<file path="src/rtl/cd_pkg.sv">
// What this block does
// - write-only 8-bit command port at 1E
// - bits 7-6 pick counter or read-back
// - bits 5-4 pick latch or byte order
// - count latch freezes count for next read
// - bits 3-1 pick one of six modes
// - bit 0 selects decimal, else 16-bit binary
// - bits 7-6 both set means read-back
// - read-back bit 5 low latches counts
// - read-back bit 4 low latches status
// - read-back bits 3-1 pick counters three..one
// - status byte: out, null, order, mode, decimal
// - after init both counters' outputs high
// - only first latch counts until read
// - latched count read low byte then high
// - status read first, then count bytes
`default_nettype none
package cd_pkg;
    localparam int         NUM_CNT = 3;
    localparam int         ADDR_W  = 10;
    // register indices; byte address is index times four
    localparam logic [2:0][7:0] IDX_DATA = {8'h1c, 8'h1a, 8'h18};
    localparam logic [7:0] IDX_CMD  = 8'h1e;
    localparam logic [7:0] IDX_STAT = 8'h1f;
    localparam logic [7:0] IDX_DIV  = 8'h20;
    localparam int         CMD_SEL    = 6;
    localparam int         CMD_RW     = 4;
    localparam int         CMD_MODE   = 1;
    localparam int         CMD_BCD    = 0;
    localparam int         RB_COUNT_N = 5;
    localparam int         RB_STAT_N  = 4;
    localparam int         RB_MASK    = 1;
    localparam logic [1:0] SEL_READBACK = 2'h3;
    localparam logic [1:0] RW_LATCH = 2'h0;
    localparam logic [1:0] RW_LOW   = 2'h1;
    localparam logic [1:0] RW_HIGH  = 2'h2;
    localparam logic [1:0] RW_BOTH  = 2'h3;
    localparam logic [2:0] MODE_TERMINAL  = 3'h0;
    localparam logic [2:0] MODE_ONESHOT   = 3'h1;
    localparam logic [2:0] MODE_RATE      = 3'h2;
    localparam logic [2:0] MODE_SQUARE    = 3'h3;
    localparam logic [2:0] MODE_SW_STROBE = 3'h4;
    localparam logic [2:0] MODE_HW_STROBE = 3'h5;
    localparam logic [15:0] DIV_RESET = 16'h007c;

    typedef struct packed {
        logic [1:0]  rw;
        logic [2:0]  mode;
        logic        decimal;
        logic        nullFlag;
        logic        writeHigh;
        logic        readHigh;
        logic [7:0]  stage;
        logic        countLatched;
        logic [15:0] latch;
        logic        statusLatched;
        logic [7:0]  status;
    } cd_chan_type;

    typedef struct packed {
        logic [15:0] count;
        logic [15:0] reload;
        logic        out;
        logic        pending;
        logic        running;
        logic        trigger;
        logic        loaded;
    } cd_engine_type;

    localparam cd_chan_type CHAN_RESET = '0;
    localparam cd_engine_type ENGINE_RESET = '0;
endpackage : cd_pkg
`default_nettype wire

</file>
<file path="src/rtl/cd_command_decoder.sv">
// Design decision made here: register access over Wishbone.
`default_nettype none
module cd_command_decoder
#(
    parameter logic [15:0] DIV_RESET = cd_pkg::DIV_RESET
)
(
    input  wire logic                      clk,
    input  wire logic                      reset,
    input  wire logic                      wb_cyc_i,
    input  wire logic                      wb_stb_i,
    input  wire logic                      wb_we_i,
    input  wire logic [cd_pkg::ADDR_W-1:0] wb_adr_i,
    input  wire logic [3:0]                wb_sel_i,
    input  wire logic [31:0]               wb_dat_i,
    output logic      [31:0]               wb_dat_o,
    output logic                           wb_ack_o,
    input  wire logic [2:0]                gatePin,
    output logic      [2:0]                counterOut
);
    localparam int N = cd_pkg::NUM_CNT;

    ////////////////////////////////////////////////////////////////////////////////
    // bus slave

    logic        req;
    logic        wrLane;
    logic [7:0]  wordIdx;
    logic        cmdWrite;
    logic        divWrite;
    logic [N-1:0] dataWrite;
    logic [N-1:0] dataRead;
    logic [31:0] next_datOut;
    logic        next_ack;

    // ack is a single registered pulse, so one access per request
    assign req     = wb_cyc_i & wb_stb_i & ~wb_ack_o;
    assign wrLane  = req & wb_we_i & wb_sel_i[0];
    assign wordIdx = wb_adr_i[cd_pkg::ADDR_W-1:2];
    assign cmdWrite = wrLane && (wordIdx == cd_pkg::IDX_CMD);
    assign divWrite = wrLane && (wordIdx == cd_pkg::IDX_DIV);
    assign next_ack = req;

    ////////////////////////////////////////////////////////////////////////////////
    // command fields

    logic [1:0] cmdSel;
    logic [1:0] cmdRw;
    logic [2:0] cmdMode;
    logic       cmdBcd;
    logic       isReadback;
    logic       rbCountN;
    logic       rbStatusN;
    logic [2:0] rbMask;

    assign cmdSel     = wb_dat_i[cd_pkg::CMD_SEL +: 2];
    assign cmdRw      = wb_dat_i[cd_pkg::CMD_RW +: 2];
    assign cmdMode    = wb_dat_i[cd_pkg::CMD_MODE +: 3];
    assign cmdBcd     = wb_dat_i[cd_pkg::CMD_BCD];
    assign isReadback = (cmdSel == cd_pkg::SEL_READBACK);
    assign rbCountN   = wb_dat_i[cd_pkg::RB_COUNT_N];
    assign rbStatusN  = wb_dat_i[cd_pkg::RB_STAT_N];
    // bit 0 of a read-back is left unread; the host keeps it zero
    assign rbMask     = wb_dat_i[cd_pkg::RB_MASK +: 3];

    ////////////////////////////////////////////////////////////////////////////////
    // gate pins and count tick

    logic [2:0]  gateS1;
    logic [2:0]  gateS2;
    logic [2:0]  gateS3;
    logic [2:0]  gateLevel;
    logic [2:0]  gatePrev;
    logic [2:0]  next_gateLevel;
    logic [2:0]  gateRise;
    logic [15:0] divValue;
    logic [15:0] divCount;
    logic [15:0] next_divValue;
    logic [15:0] next_divCount;
    logic        tick;

    // level moves only when the last two stages agree
    assign next_gateLevel = (gateS2 & gateS3) | (gateLevel & (gateS2 | gateS3));
    assign gateRise       = gateLevel & ~gatePrev;

    always_ff @(posedge clk or posedge reset)
    begin
        if (reset)
        begin
            gateS1    <= 3'h0;
            gateS2    <= 3'h0;
            gateS3    <= 3'h0;
            gateLevel <= 3'h0;
            gatePrev  <= 3'h0;
        end
        else
        begin
            gateS1    <= gatePin;
            gateS2    <= gateS1;
            gateS3    <= gateS2;
            gateLevel <= next_gateLevel;
            gatePrev  <= gateLevel;
        end
    end

    assign tick = (divCount == divValue);

    always_comb
    begin
        next_divCount = tick ? 16'h0000 : divCount + 16'h0001;
        next_divValue = divValue;
        if (divWrite)
        begin
            next_divValue = {wb_sel_i[1] ? wb_dat_i[15:8] : divValue[15:8], wb_dat_i[7:0]};
            next_divCount = 16'h0000;
        end
    end

    always_ff @(posedge clk or posedge reset)
    begin
        if (reset)
        begin
            divCount <= 16'h0000;
            divValue <= DIV_RESET;
        end
        else
        begin
            divCount <= next_divCount;
            divValue <= next_divValue;
        end
    end

    ////////////////////////////////////////////////////////////////////////////////
    // per counter latches and byte sequencing

    cd_pkg::cd_chan_type chan      [N];
    cd_pkg::cd_chan_type next_chan [N];
    logic [7:0]          readByte  [N];
    logic [15:0]         engCount  [N];
    logic [N-1:0]        engOut;
    logic [N-1:0]        engLoaded;
    logic [N-1:0]        countLatchedV;
    logic [N-1:0]        statusLatchedV;
    logic [N-1:0]        nullV;

    generate
        for (genvar i = 0; i < N; i++)
        begin : g_chan
            logic        ctrlHit;
            logic        latchHit;
            logic        statHit;
            logic        hiSel;
            logic [15:0] src;
            logic        loadStrobe;
            logic [15:0] loadValue;
            logic [2:0]  engMode;

            assign dataWrite[i] = wrLane && (wordIdx == cd_pkg::IDX_DATA[i]);
            assign dataRead[i]  = req && !wb_we_i && (wordIdx == cd_pkg::IDX_DATA[i]);
            assign ctrlHit  = cmdWrite && !isReadback && (cmdSel == 2'(i)) &&
                              (cmdRw != cd_pkg::RW_LATCH);
            assign latchHit = cmdWrite && ((!isReadback && (cmdSel == 2'(i)) &&
                              (cmdRw == cd_pkg::RW_LATCH)) ||
                              (isReadback && rbMask[i] && !rbCountN));
            assign statHit  = cmdWrite && isReadback && rbMask[i] && !rbStatusN;
            assign hiSel    = (chan[i].rw == cd_pkg::RW_HIGH) ||
                              ((chan[i].rw == cd_pkg::RW_BOTH) && chan[i].readHigh);
            assign src      = chan[i].countLatched ? chan[i].latch : engCount[i];
            assign engMode  = ctrlHit ? cmdMode : chan[i].mode;

            always_comb
            begin
                next_chan[i] = chan[i];
                loadStrobe = 1'b0;
                loadValue = 16'h0000;
                readByte[i] = chan[i].statusLatched ? chan[i].status :
                              (hiSel ? src[15:8] : src[7:0]);
                if (engLoaded[i])
                    next_chan[i].nullFlag = 1'b0;
                if (ctrlHit)
                begin
                    next_chan[i].rw = cmdRw;
                    next_chan[i].mode = cmdMode;
                    next_chan[i].decimal = cmdBcd;
                    next_chan[i].writeHigh = 1'b0;
                    next_chan[i].readHigh = 1'b0;
                    next_chan[i].nullFlag = 1'b1;
                end
                if (latchHit && !chan[i].countLatched)
                begin
                    next_chan[i].countLatched = 1'b1;
                    next_chan[i].latch = engCount[i];
                end
                if (statHit && !chan[i].statusLatched)
                begin
                    next_chan[i].statusLatched = 1'b1;
                    next_chan[i].status = {engOut[i], chan[i].nullFlag, chan[i].rw,
                                           chan[i].mode, chan[i].decimal};
                end
                if (dataRead[i])
                begin
                    if (chan[i].statusLatched)
                        next_chan[i].statusLatched = 1'b0;
                    else
                    begin
                        if (chan[i].rw == cd_pkg::RW_BOTH)
                            next_chan[i].readHigh = ~chan[i].readHigh;
                        if (chan[i].rw != cd_pkg::RW_BOTH || chan[i].readHigh)
                            next_chan[i].countLatched = 1'b0;
                    end
                end
                if (dataWrite[i])
                begin
                    unique case (chan[i].rw)
                        cd_pkg::RW_HIGH:
                        begin
                            loadStrobe = 1'b1;
                            loadValue = {wb_dat_i[7:0], 8'h00};
                        end
                        cd_pkg::RW_BOTH:
                        begin
                            next_chan[i].writeHigh = ~chan[i].writeHigh;
                            next_chan[i].stage = wb_dat_i[7:0];
                            loadStrobe = chan[i].writeHigh;
                            loadValue = {wb_dat_i[7:0], chan[i].stage};
                        end
                        default:
                        begin
                            loadStrobe = 1'b1;
                            loadValue = {8'h00, wb_dat_i[7:0]};
                        end
                    endcase
                    if (loadStrobe)
                        next_chan[i].nullFlag = 1'b1;
                end
            end

            always_ff @(posedge clk or posedge reset)
            begin
                if (reset)
                    chan[i] <= cd_pkg::CHAN_RESET;
                else
                    chan[i] <= next_chan[i];
            end

            cd_count_engine cd_count_engine_i
            (
                .clk        (clk),
                .reset      (reset),
                .tick       (tick),
                .gateLevel  (gateLevel[i]),
                .gateRise   (gateRise[i]),
                .ctrlWrite  (ctrlHit),
                .mode       (engMode),
                .decimal    (chan[i].decimal),
                .loadStrobe (loadStrobe),
                .loadValue  (loadValue),
                .count      (engCount[i]),
                .outLevel   (engOut[i]),
                .loadDone   (engLoaded[i])
            );

            assign countLatchedV[i]  = chan[i].countLatched;
            assign statusLatchedV[i] = chan[i].statusLatched;
            assign nullV[i]          = chan[i].nullFlag;
        end
    endgenerate

    assign counterOut = engOut;

    ////////////////////////////////////////////////////////////////////////////////
    // read data

    always_comb
    begin
        next_datOut = 32'h0000_0000;
        if (req && !wb_we_i)
        begin
            // the command port reads as zero; it holds nothing readable
            if (dataRead[0])
                next_datOut = {24'h00_0000, readByte[0]};
            else if (dataRead[1])
                next_datOut = {24'h00_0000, readByte[1]};
            else if (dataRead[2])
                next_datOut = {24'h00_0000, readByte[2]};
            else if (wordIdx == cd_pkg::IDX_STAT)
                next_datOut = {17'h0_0000, statusLatchedV, 1'b0, countLatchedV,
                               1'b0, nullV, 1'b0, engOut};
            else if (wordIdx == cd_pkg::IDX_DIV)
                next_datOut = {16'h0000, divValue};
        end
    end

    always_ff @(posedge clk or posedge reset)
    begin
        if (reset)
        begin
            wb_ack_o <= 1'b0;
            wb_dat_o <= 32'h0000_0000;
        end
        else
        begin
            wb_ack_o <= next_ack;
            wb_dat_o <= next_datOut;
        end
    end
endmodule : cd_command_decoder
`default_nettype wire

</file>
<file path="src/rtl/cd_count_engine.sv">
`default_nettype none
module cd_count_engine
(
    input  wire logic        clk,
    input  wire logic        reset,
    input  wire logic        tick,
    input  wire logic        gateLevel,
    input  wire logic        gateRise,
    input  wire logic        ctrlWrite,
    input  wire logic [2:0]  mode,
    input  wire logic        decimal,
    input  wire logic        loadStrobe,
    input  wire logic [15:0] loadValue,
    output logic      [15:0] count,
    output logic             outLevel,
    output logic             loadDone
);
    cd_pkg::cd_engine_type eng;
    cd_pkg::cd_engine_type next_eng;
    logic [2:0]            effMode;
    logic                  hwMode;

    function automatic logic [15:0] decrement(input logic [15:0] v, input logic bcd);
        logic [15:0] r;
        logic        borrow;
        r = v - 16'h0001;
        borrow = 1'b1;
        if (bcd)
        begin
            r = v;
            for (int n = 0; n < 4; n++)
            begin
                if (borrow)
                begin
                    if (v[4*n +: 4] == 4'h0)
                        r[4*n +: 4] = 4'h9;
                    else
                    begin
                        r[4*n +: 4] = v[4*n +: 4] - 4'h1;
                        borrow = 1'b0;
                    end
                end
            end
        end
        return r;
    endfunction : decrement

    // codes 6 and 7 alias the rate and square modes
    assign effMode = (mode[2] && mode[1]) ? {1'b0, mode[1:0]} : mode;
    assign hwMode  = (effMode == cd_pkg::MODE_ONESHOT) || (effMode == cd_pkg::MODE_HW_STROBE);

    always_comb
    begin
        next_eng = eng;
        next_eng.loaded = 1'b0;
        if (gateRise)
            next_eng.trigger = 1'b1;
        if (ctrlWrite)
        begin
            next_eng = cd_pkg::ENGINE_RESET;
            next_eng.out = (effMode != cd_pkg::MODE_TERMINAL);
        end
        else if (loadStrobe)
        begin
            next_eng.reload  = loadValue;
            next_eng.pending = 1'b1;
            if (effMode == cd_pkg::MODE_TERMINAL)
                next_eng.out = 1'b0;
        end
        else if (tick)
        begin
            if ((eng.pending || (hwMode && eng.running)) && (!hwMode || eng.trigger))
            begin
                next_eng.count   = eng.pending ? eng.reload : eng.reload;
                next_eng.pending = 1'b0;
                next_eng.running = 1'b1;
                next_eng.trigger = 1'b0;
                next_eng.loaded  = eng.pending;
                next_eng.out     = !(effMode == cd_pkg::MODE_TERMINAL ||
                                     effMode == cd_pkg::MODE_ONESHOT);
            end
            else if (hwMode && eng.trigger && !eng.pending)
            begin
                // retrigger after the count has expired
                next_eng.count   = eng.reload;
                next_eng.running = 1'b1;
                next_eng.trigger = 1'b0;
                next_eng.out     = (effMode != cd_pkg::MODE_ONESHOT);
            end
            else if (eng.running && (hwMode || gateLevel))
            begin
                next_eng.count = decrement(eng.count, decimal);
                if (eng.count == 16'h0001)
                begin
                    unique case (effMode)
                        cd_pkg::MODE_TERMINAL: next_eng.out = 1'b1;
                        cd_pkg::MODE_ONESHOT:
                        begin
                            next_eng.out = 1'b1;
                            next_eng.running = 1'b0;
                        end
                        cd_pkg::MODE_RATE:
                        begin
                            next_eng.out = 1'b0;
                            next_eng.count = eng.reload;
                        end
                        cd_pkg::MODE_SQUARE:
                        begin
                            next_eng.out = ~eng.out;
                            next_eng.count = eng.reload;
                        end
                        default:
                        begin
                            next_eng.out = 1'b0;
                            next_eng.running = 1'b0;
                        end
                    endcase
                end
                else if (effMode != cd_pkg::MODE_SQUARE && effMode != cd_pkg::MODE_TERMINAL)
                    next_eng.out = (effMode == cd_pkg::MODE_ONESHOT) ? eng.out : 1'b1;
            end
            else if (effMode == cd_pkg::MODE_SW_STROBE || effMode == cd_pkg::MODE_HW_STROBE)
                next_eng.out = 1'b1;
        end
    end

    always_ff @(posedge clk or posedge reset)
    begin
        if (reset)
            eng <= cd_pkg::ENGINE_RESET;
        else
            eng <= next_eng;
    end

    assign count    = eng.count;
    assign outLevel = eng.out;
    assign loadDone = eng.loaded;
endmodule : cd_count_engine
`default_nettype wire

</file>
<file path="config.mk">
export PLATFORM = sky130hd
export DESIGN_NAME = cd_command_decoder
export DESIGN_NICKNAME = d
export VERILOG_FILES = /design/src/rtl/cd_pkg.sv /design/src/rtl/cd_command_decoder.sv /design/src/rtl/cd_count_engine.sv
export SDC_FILE = /design/constraint.sdc
export NUM_CORES = 1
export LEC_CHECK = 0
export BUFFER_PORTS_ARGS = -buffer_cell sky130_fd_sc_hd__buf_2
export CAP_MARGIN = 20
export CORE_MARGIN = 10
export CORE_UTILIZATION = 35
export DETAILED_ROUTE_END_ITERATION = 8
export PLACE_DENSITY = 0.6
export SKIP_CTS_REPAIR_TIMING = 1
export SYNTH_ARGS = -nofsm -noshare
export SYNTH_HDL_FRONTEND = slang
export SYNTH_SLANG_ARGS = --single-unit
</file>
<file path="constraint.sdc">
create_clock -name clk -period 16.8 [get_ports clk]
set_input_delay 3.36 -clock clk [delete_from_list [all_inputs] [get_ports clk]]
set_output_delay 3.36 -clock clk [all_outputs]
set_load 0.005 [all_outputs]
</file>
==> impl_summary.log <==
INFO  metric run_status = finished, final reports clean
INFO  metric final_design_area_no_fill = 18,200 um2
INFO  metric die_w = 235 um
INFO  metric multiInputGateArea = 7980 um2
INFO  metric async_flop_share = 1.00
INFO  metric ant_nets = 0
INFO  metric post-route-period-util = 0.394
INFO  metric hpwlAfterDp = 30,200 um
INFO  metric final_total_power = 1.64 mW
INFO  metric share_clk_of_total_power = 0.499
INFO  metric n_antenna_cell = 0
INFO  metric worst_hold_startpoint = gateS1[0]$_DFF_PP0_
INFO  metric post_synth_num_cell_types = 85
INFO  metric placement.cell_area = 16,900 um2
INFO  metric report.final.setup_viol = 0
INFO  metric power-per-cell-area = 90.0 nW/um2
INFO  metric power_switching_share = 0.232
INFO  metric cts.reportedPaths.clkPinSlew = 0.06 ns
INFO  metric stdcell_count = 2,224
INFO  metric cp-start-kind = primary input
INFO  metric grt_max_degree = 179
INFO  metric detail_route.wl_per_cell = 20.3 um
INFO  metric biggest_area_consumer_among_synthesized_cells = dfrtp_1
INFO  metric dieArea = 55,400 um2
INFO  metric yosysWarnings = 0
INFO  metric min_period = 6.61 ns
INFO  metric overflow = 0
INFO  metric power.sequential.fraction = 0.463
INFO  metric finalCoreUtilization = 0.398
INFO  metric netlist_top_cells_area = dfrtp_1, mux2_2, mux2i_1, nand2_1, o21ai_0
INFO  metric count_of_clock_tree_sinks = 304
INFO  metric syn_inst = 1,594
INFO  metric clock_latency = 0.56 ns
INFO  metric synth_ff_type = dfrtp_1
INFO  metric cts_buffer_depth = 3
INFO  metric pwr-share-comb = 0.038
INFO  metric finClkSkew = 0.0267 ns
INFO  metric timing.setup.critical_path_class = primary input to register
INFO  metric slew_viol_final = 0
INFO  metric rows = 78
INFO  metric pre_cts_ws = 9.64 ns
INFO  metric grt_antenna_before_repair = 0
INFO  metric cts_root_buf = clkbuf_16
INFO  metric numPortBuffers = 53
INFO  metric crit_required = 17.25 ns
INFO  metric fin_nets = 1,666
INFO  metric cts.htree.levels = 2
INFO  metric layout_cell_share_with_drive_strength_beyond_1 = 0.185
INFO  metric initial_utilization = 0.356
INFO  metric die-height = 235 um
INFO  metric place.gp.congestion = 0.876
INFO  metric critical_path.endpoint_type = register
INFO  metric hold-path-cell-count = 0
INFO  metric flow.area_growth_from_synthesis = 11.8%
INFO  metric drtPass1Iterations = 6
INFO  metric drc = 0
INFO  metric drt_wl_total = 45,200 um
INFO  metric synth.avg_cell_area = 10.2 um2
INFO  metric synth_enable_flop_cells = 0
INFO  metric max_cap_violations = 0
INFO  metric cts_buffers = 37
INFO  metric netlist_area = 16,300 um2
INFO  metric coreArea = 45,700 um2
INFO  metric yosys.cell_count.top_type = dfrtp_1
INFO  metric arrival = 7.06 ns
INFO  metric r2r_cells = 8
INFO  metric cts_tree = yes
INFO  metric reg2reg_to = g_chan[1].cd_count_engine_i.count[11]$_DFFE_PP0P_
INFO  metric n_fill_cell = 4,405
INFO  metric fin_ws = 10.19 ns
INFO  metric hp-class = register to register
INFO  metric floorplan.io_pins = 90
INFO  metric route.vias.total = 12,700
INFO  metric achievable-frequency = 151 MHz
INFO  metric worst_slew_margin_rel = 0.278
INFO  metric critical_path.reg2reg.startpoint = wb_ack_o$_DFF_PP0_
INFO  metric commonest_cells_in_the_netlist = dfrtp_1, nand2_1, mux2_2, o21ai_0, nor2_1
INFO  metric synth-seq-area-share = 0.469
INFO  metric timing.critical_path.fanout_max = 21
INFO  metric rsz_0062_raised_after_global_routing = false
INFO  metric synth_seq_cells = 304
INFO  metric ff2ff_setup_slack = 12.94 ns
INFO  metric tns = 0 ns
INFO  metric leakagePower = 7.97 nW
INFO  metric cellInternalPower = 1.26 mW
INFO  metric first_global_vias = 12,200
INFO  metric yosysTopAreaCellShare = 0.460
INFO  metric placed_cells_incl_taps = 2,159
INFO  metric tightest_pin_transition = 1.08 ns
INFO  metric switchingPower = 0.379 mW
INFO  metric first_iter_violations = 1,222
INFO  metric seq_area = 7610 um2
INFO  metric finalHoldViolCount = 0
INFO  metric ir_worst_vdd = 0.0620 mV
INFO  metric grt_pass1_wl = 71,000 um
INFO  metric avgViaCountPerCell = 5.69
INFO  metric grt_use_total = 0.157
INFO  metric hold_slack = 0.352 ns
INFO  metric hold_end = gateS2[0]$_DFF_PP0_
[power groups by stage]
stage	sequential (mW)	combinational (mW)	clock (mW)
after global placement	0.770	0.0612	0
after floorplan	0.765	0.0449	0
after detailed placement	0.770	0.0627	0
final	0.758	0.0616	0.816
after CTS	0.758	0.0627	0.834
after global routing	0.759	0.0693	0.862
[layer usage]
metal	GRT usage	up-vias	wire length, um
li1	-	5799	-
met5	0	-	0
met4	0.0571	0	1400
met2	0.247	355	20800
met1	0.211	6434	20600
met3	0.0304	71	2410
[area by class of cell]
class	instances	area share
flip-flops and latches	304	0.419
multi-input cells	1141	0.439
well taps	600	0.0413
inverters	46	0.00992
clock buffers	55	0.0614
repair buffers	69	0.0218
clock inverters	9	0.00737
[sequential cells by signal (all words and copies together), names as in the netlist]
register / count
chan: 129
g_chan.cd_count_engine_i.eng: 57
g_chan.cd_count_engine_i.count: 48
divCount: 16
divValue: 16
wb_dat_o: 16
g_chan.cd_count_engine_i.loadDone: 3
g_chan.cd_count_engine_i.outLevel: 3
gateLevel: 3
gatePrev: 3
gateS1: 3
gateS2: 3
gateS3: 3
wb_ack_o: 1
[kinds of logic (layout without fill, tap and decap cells)]
kind of cell	after synthesis	after routing	share of synthesized area
simple gates	501	501	0.152
compound gates	368	368	0.150
flops	304	304	0.469
mux	201	201	0.151
buf+inv	164	179	0.0457
xor+xnor	39	39	0.0210
fa+ha+maj	16	16	0.0119
other cells	1	16	0.000231
[cell usage in the layout, fill, tap and decap left out, drive strengths merged, types with 9 or more instances in the layout]
master	n
dfrtp	299
nand2	160
o21ai	117
mux2	116
nor2	110
a21oi	71
buf	68
mux2i	61
clkbuf	56
nand3	50
inv	49
nor3	46
xnor2	32
mux4	24
a22oi	23
o2bb2ai	19
nand4	18
nor2b	16
a221oi	16
a22o	16
conb	16
or3	15
ha	13
nor4	12
nand2b	11
o31ai	11
a31oi	11
a221o	10
or4	10
nor3b	10
and2	9
o211ai	9
and3	9
[how the worst max path moves through the flow]
stage	start	endpoint	slack [ns]	cells after the start
floorplan	reset	chan[0]$_DFFE_PP0P_	5.05	1
global placement	wb_adr_i[9]	g_chan[0].cd_count_engine_i.count[8]$_DFFE_PP0P_	9.66	9
detailed placement	wb_adr_i[9]	g_chan[0].cd_count_engine_i.count[11]$_DFFE_PP0P_	9.64	9
CTS	wb_adr_i[9]	g_chan[0].cd_count_engine_i.count[11]$_DFFE_PP0P_	10.21	9
global route	wb_adr_i[9]	g_chan[0].cd_count_engine_i.count[11]$_DFFE_PP0P_	9.96	9
finish	wb_adr_i[9]	g_chan[0].cd_count_engine_i.count[11]$_DFFE_PP0P_	10.19	9
[critical path: stages]
cell and delay, ns:
buf_2 0.12, or4_1 0.69, nor3_2 0.74, o211ai_1 0.19, buf_4 0.25, and2_1 0.45, nand3_1 0.67, nor2b_1 0.23
a221o_1 0.34
No activity file was read; power rests on OpenSTA's default activity.
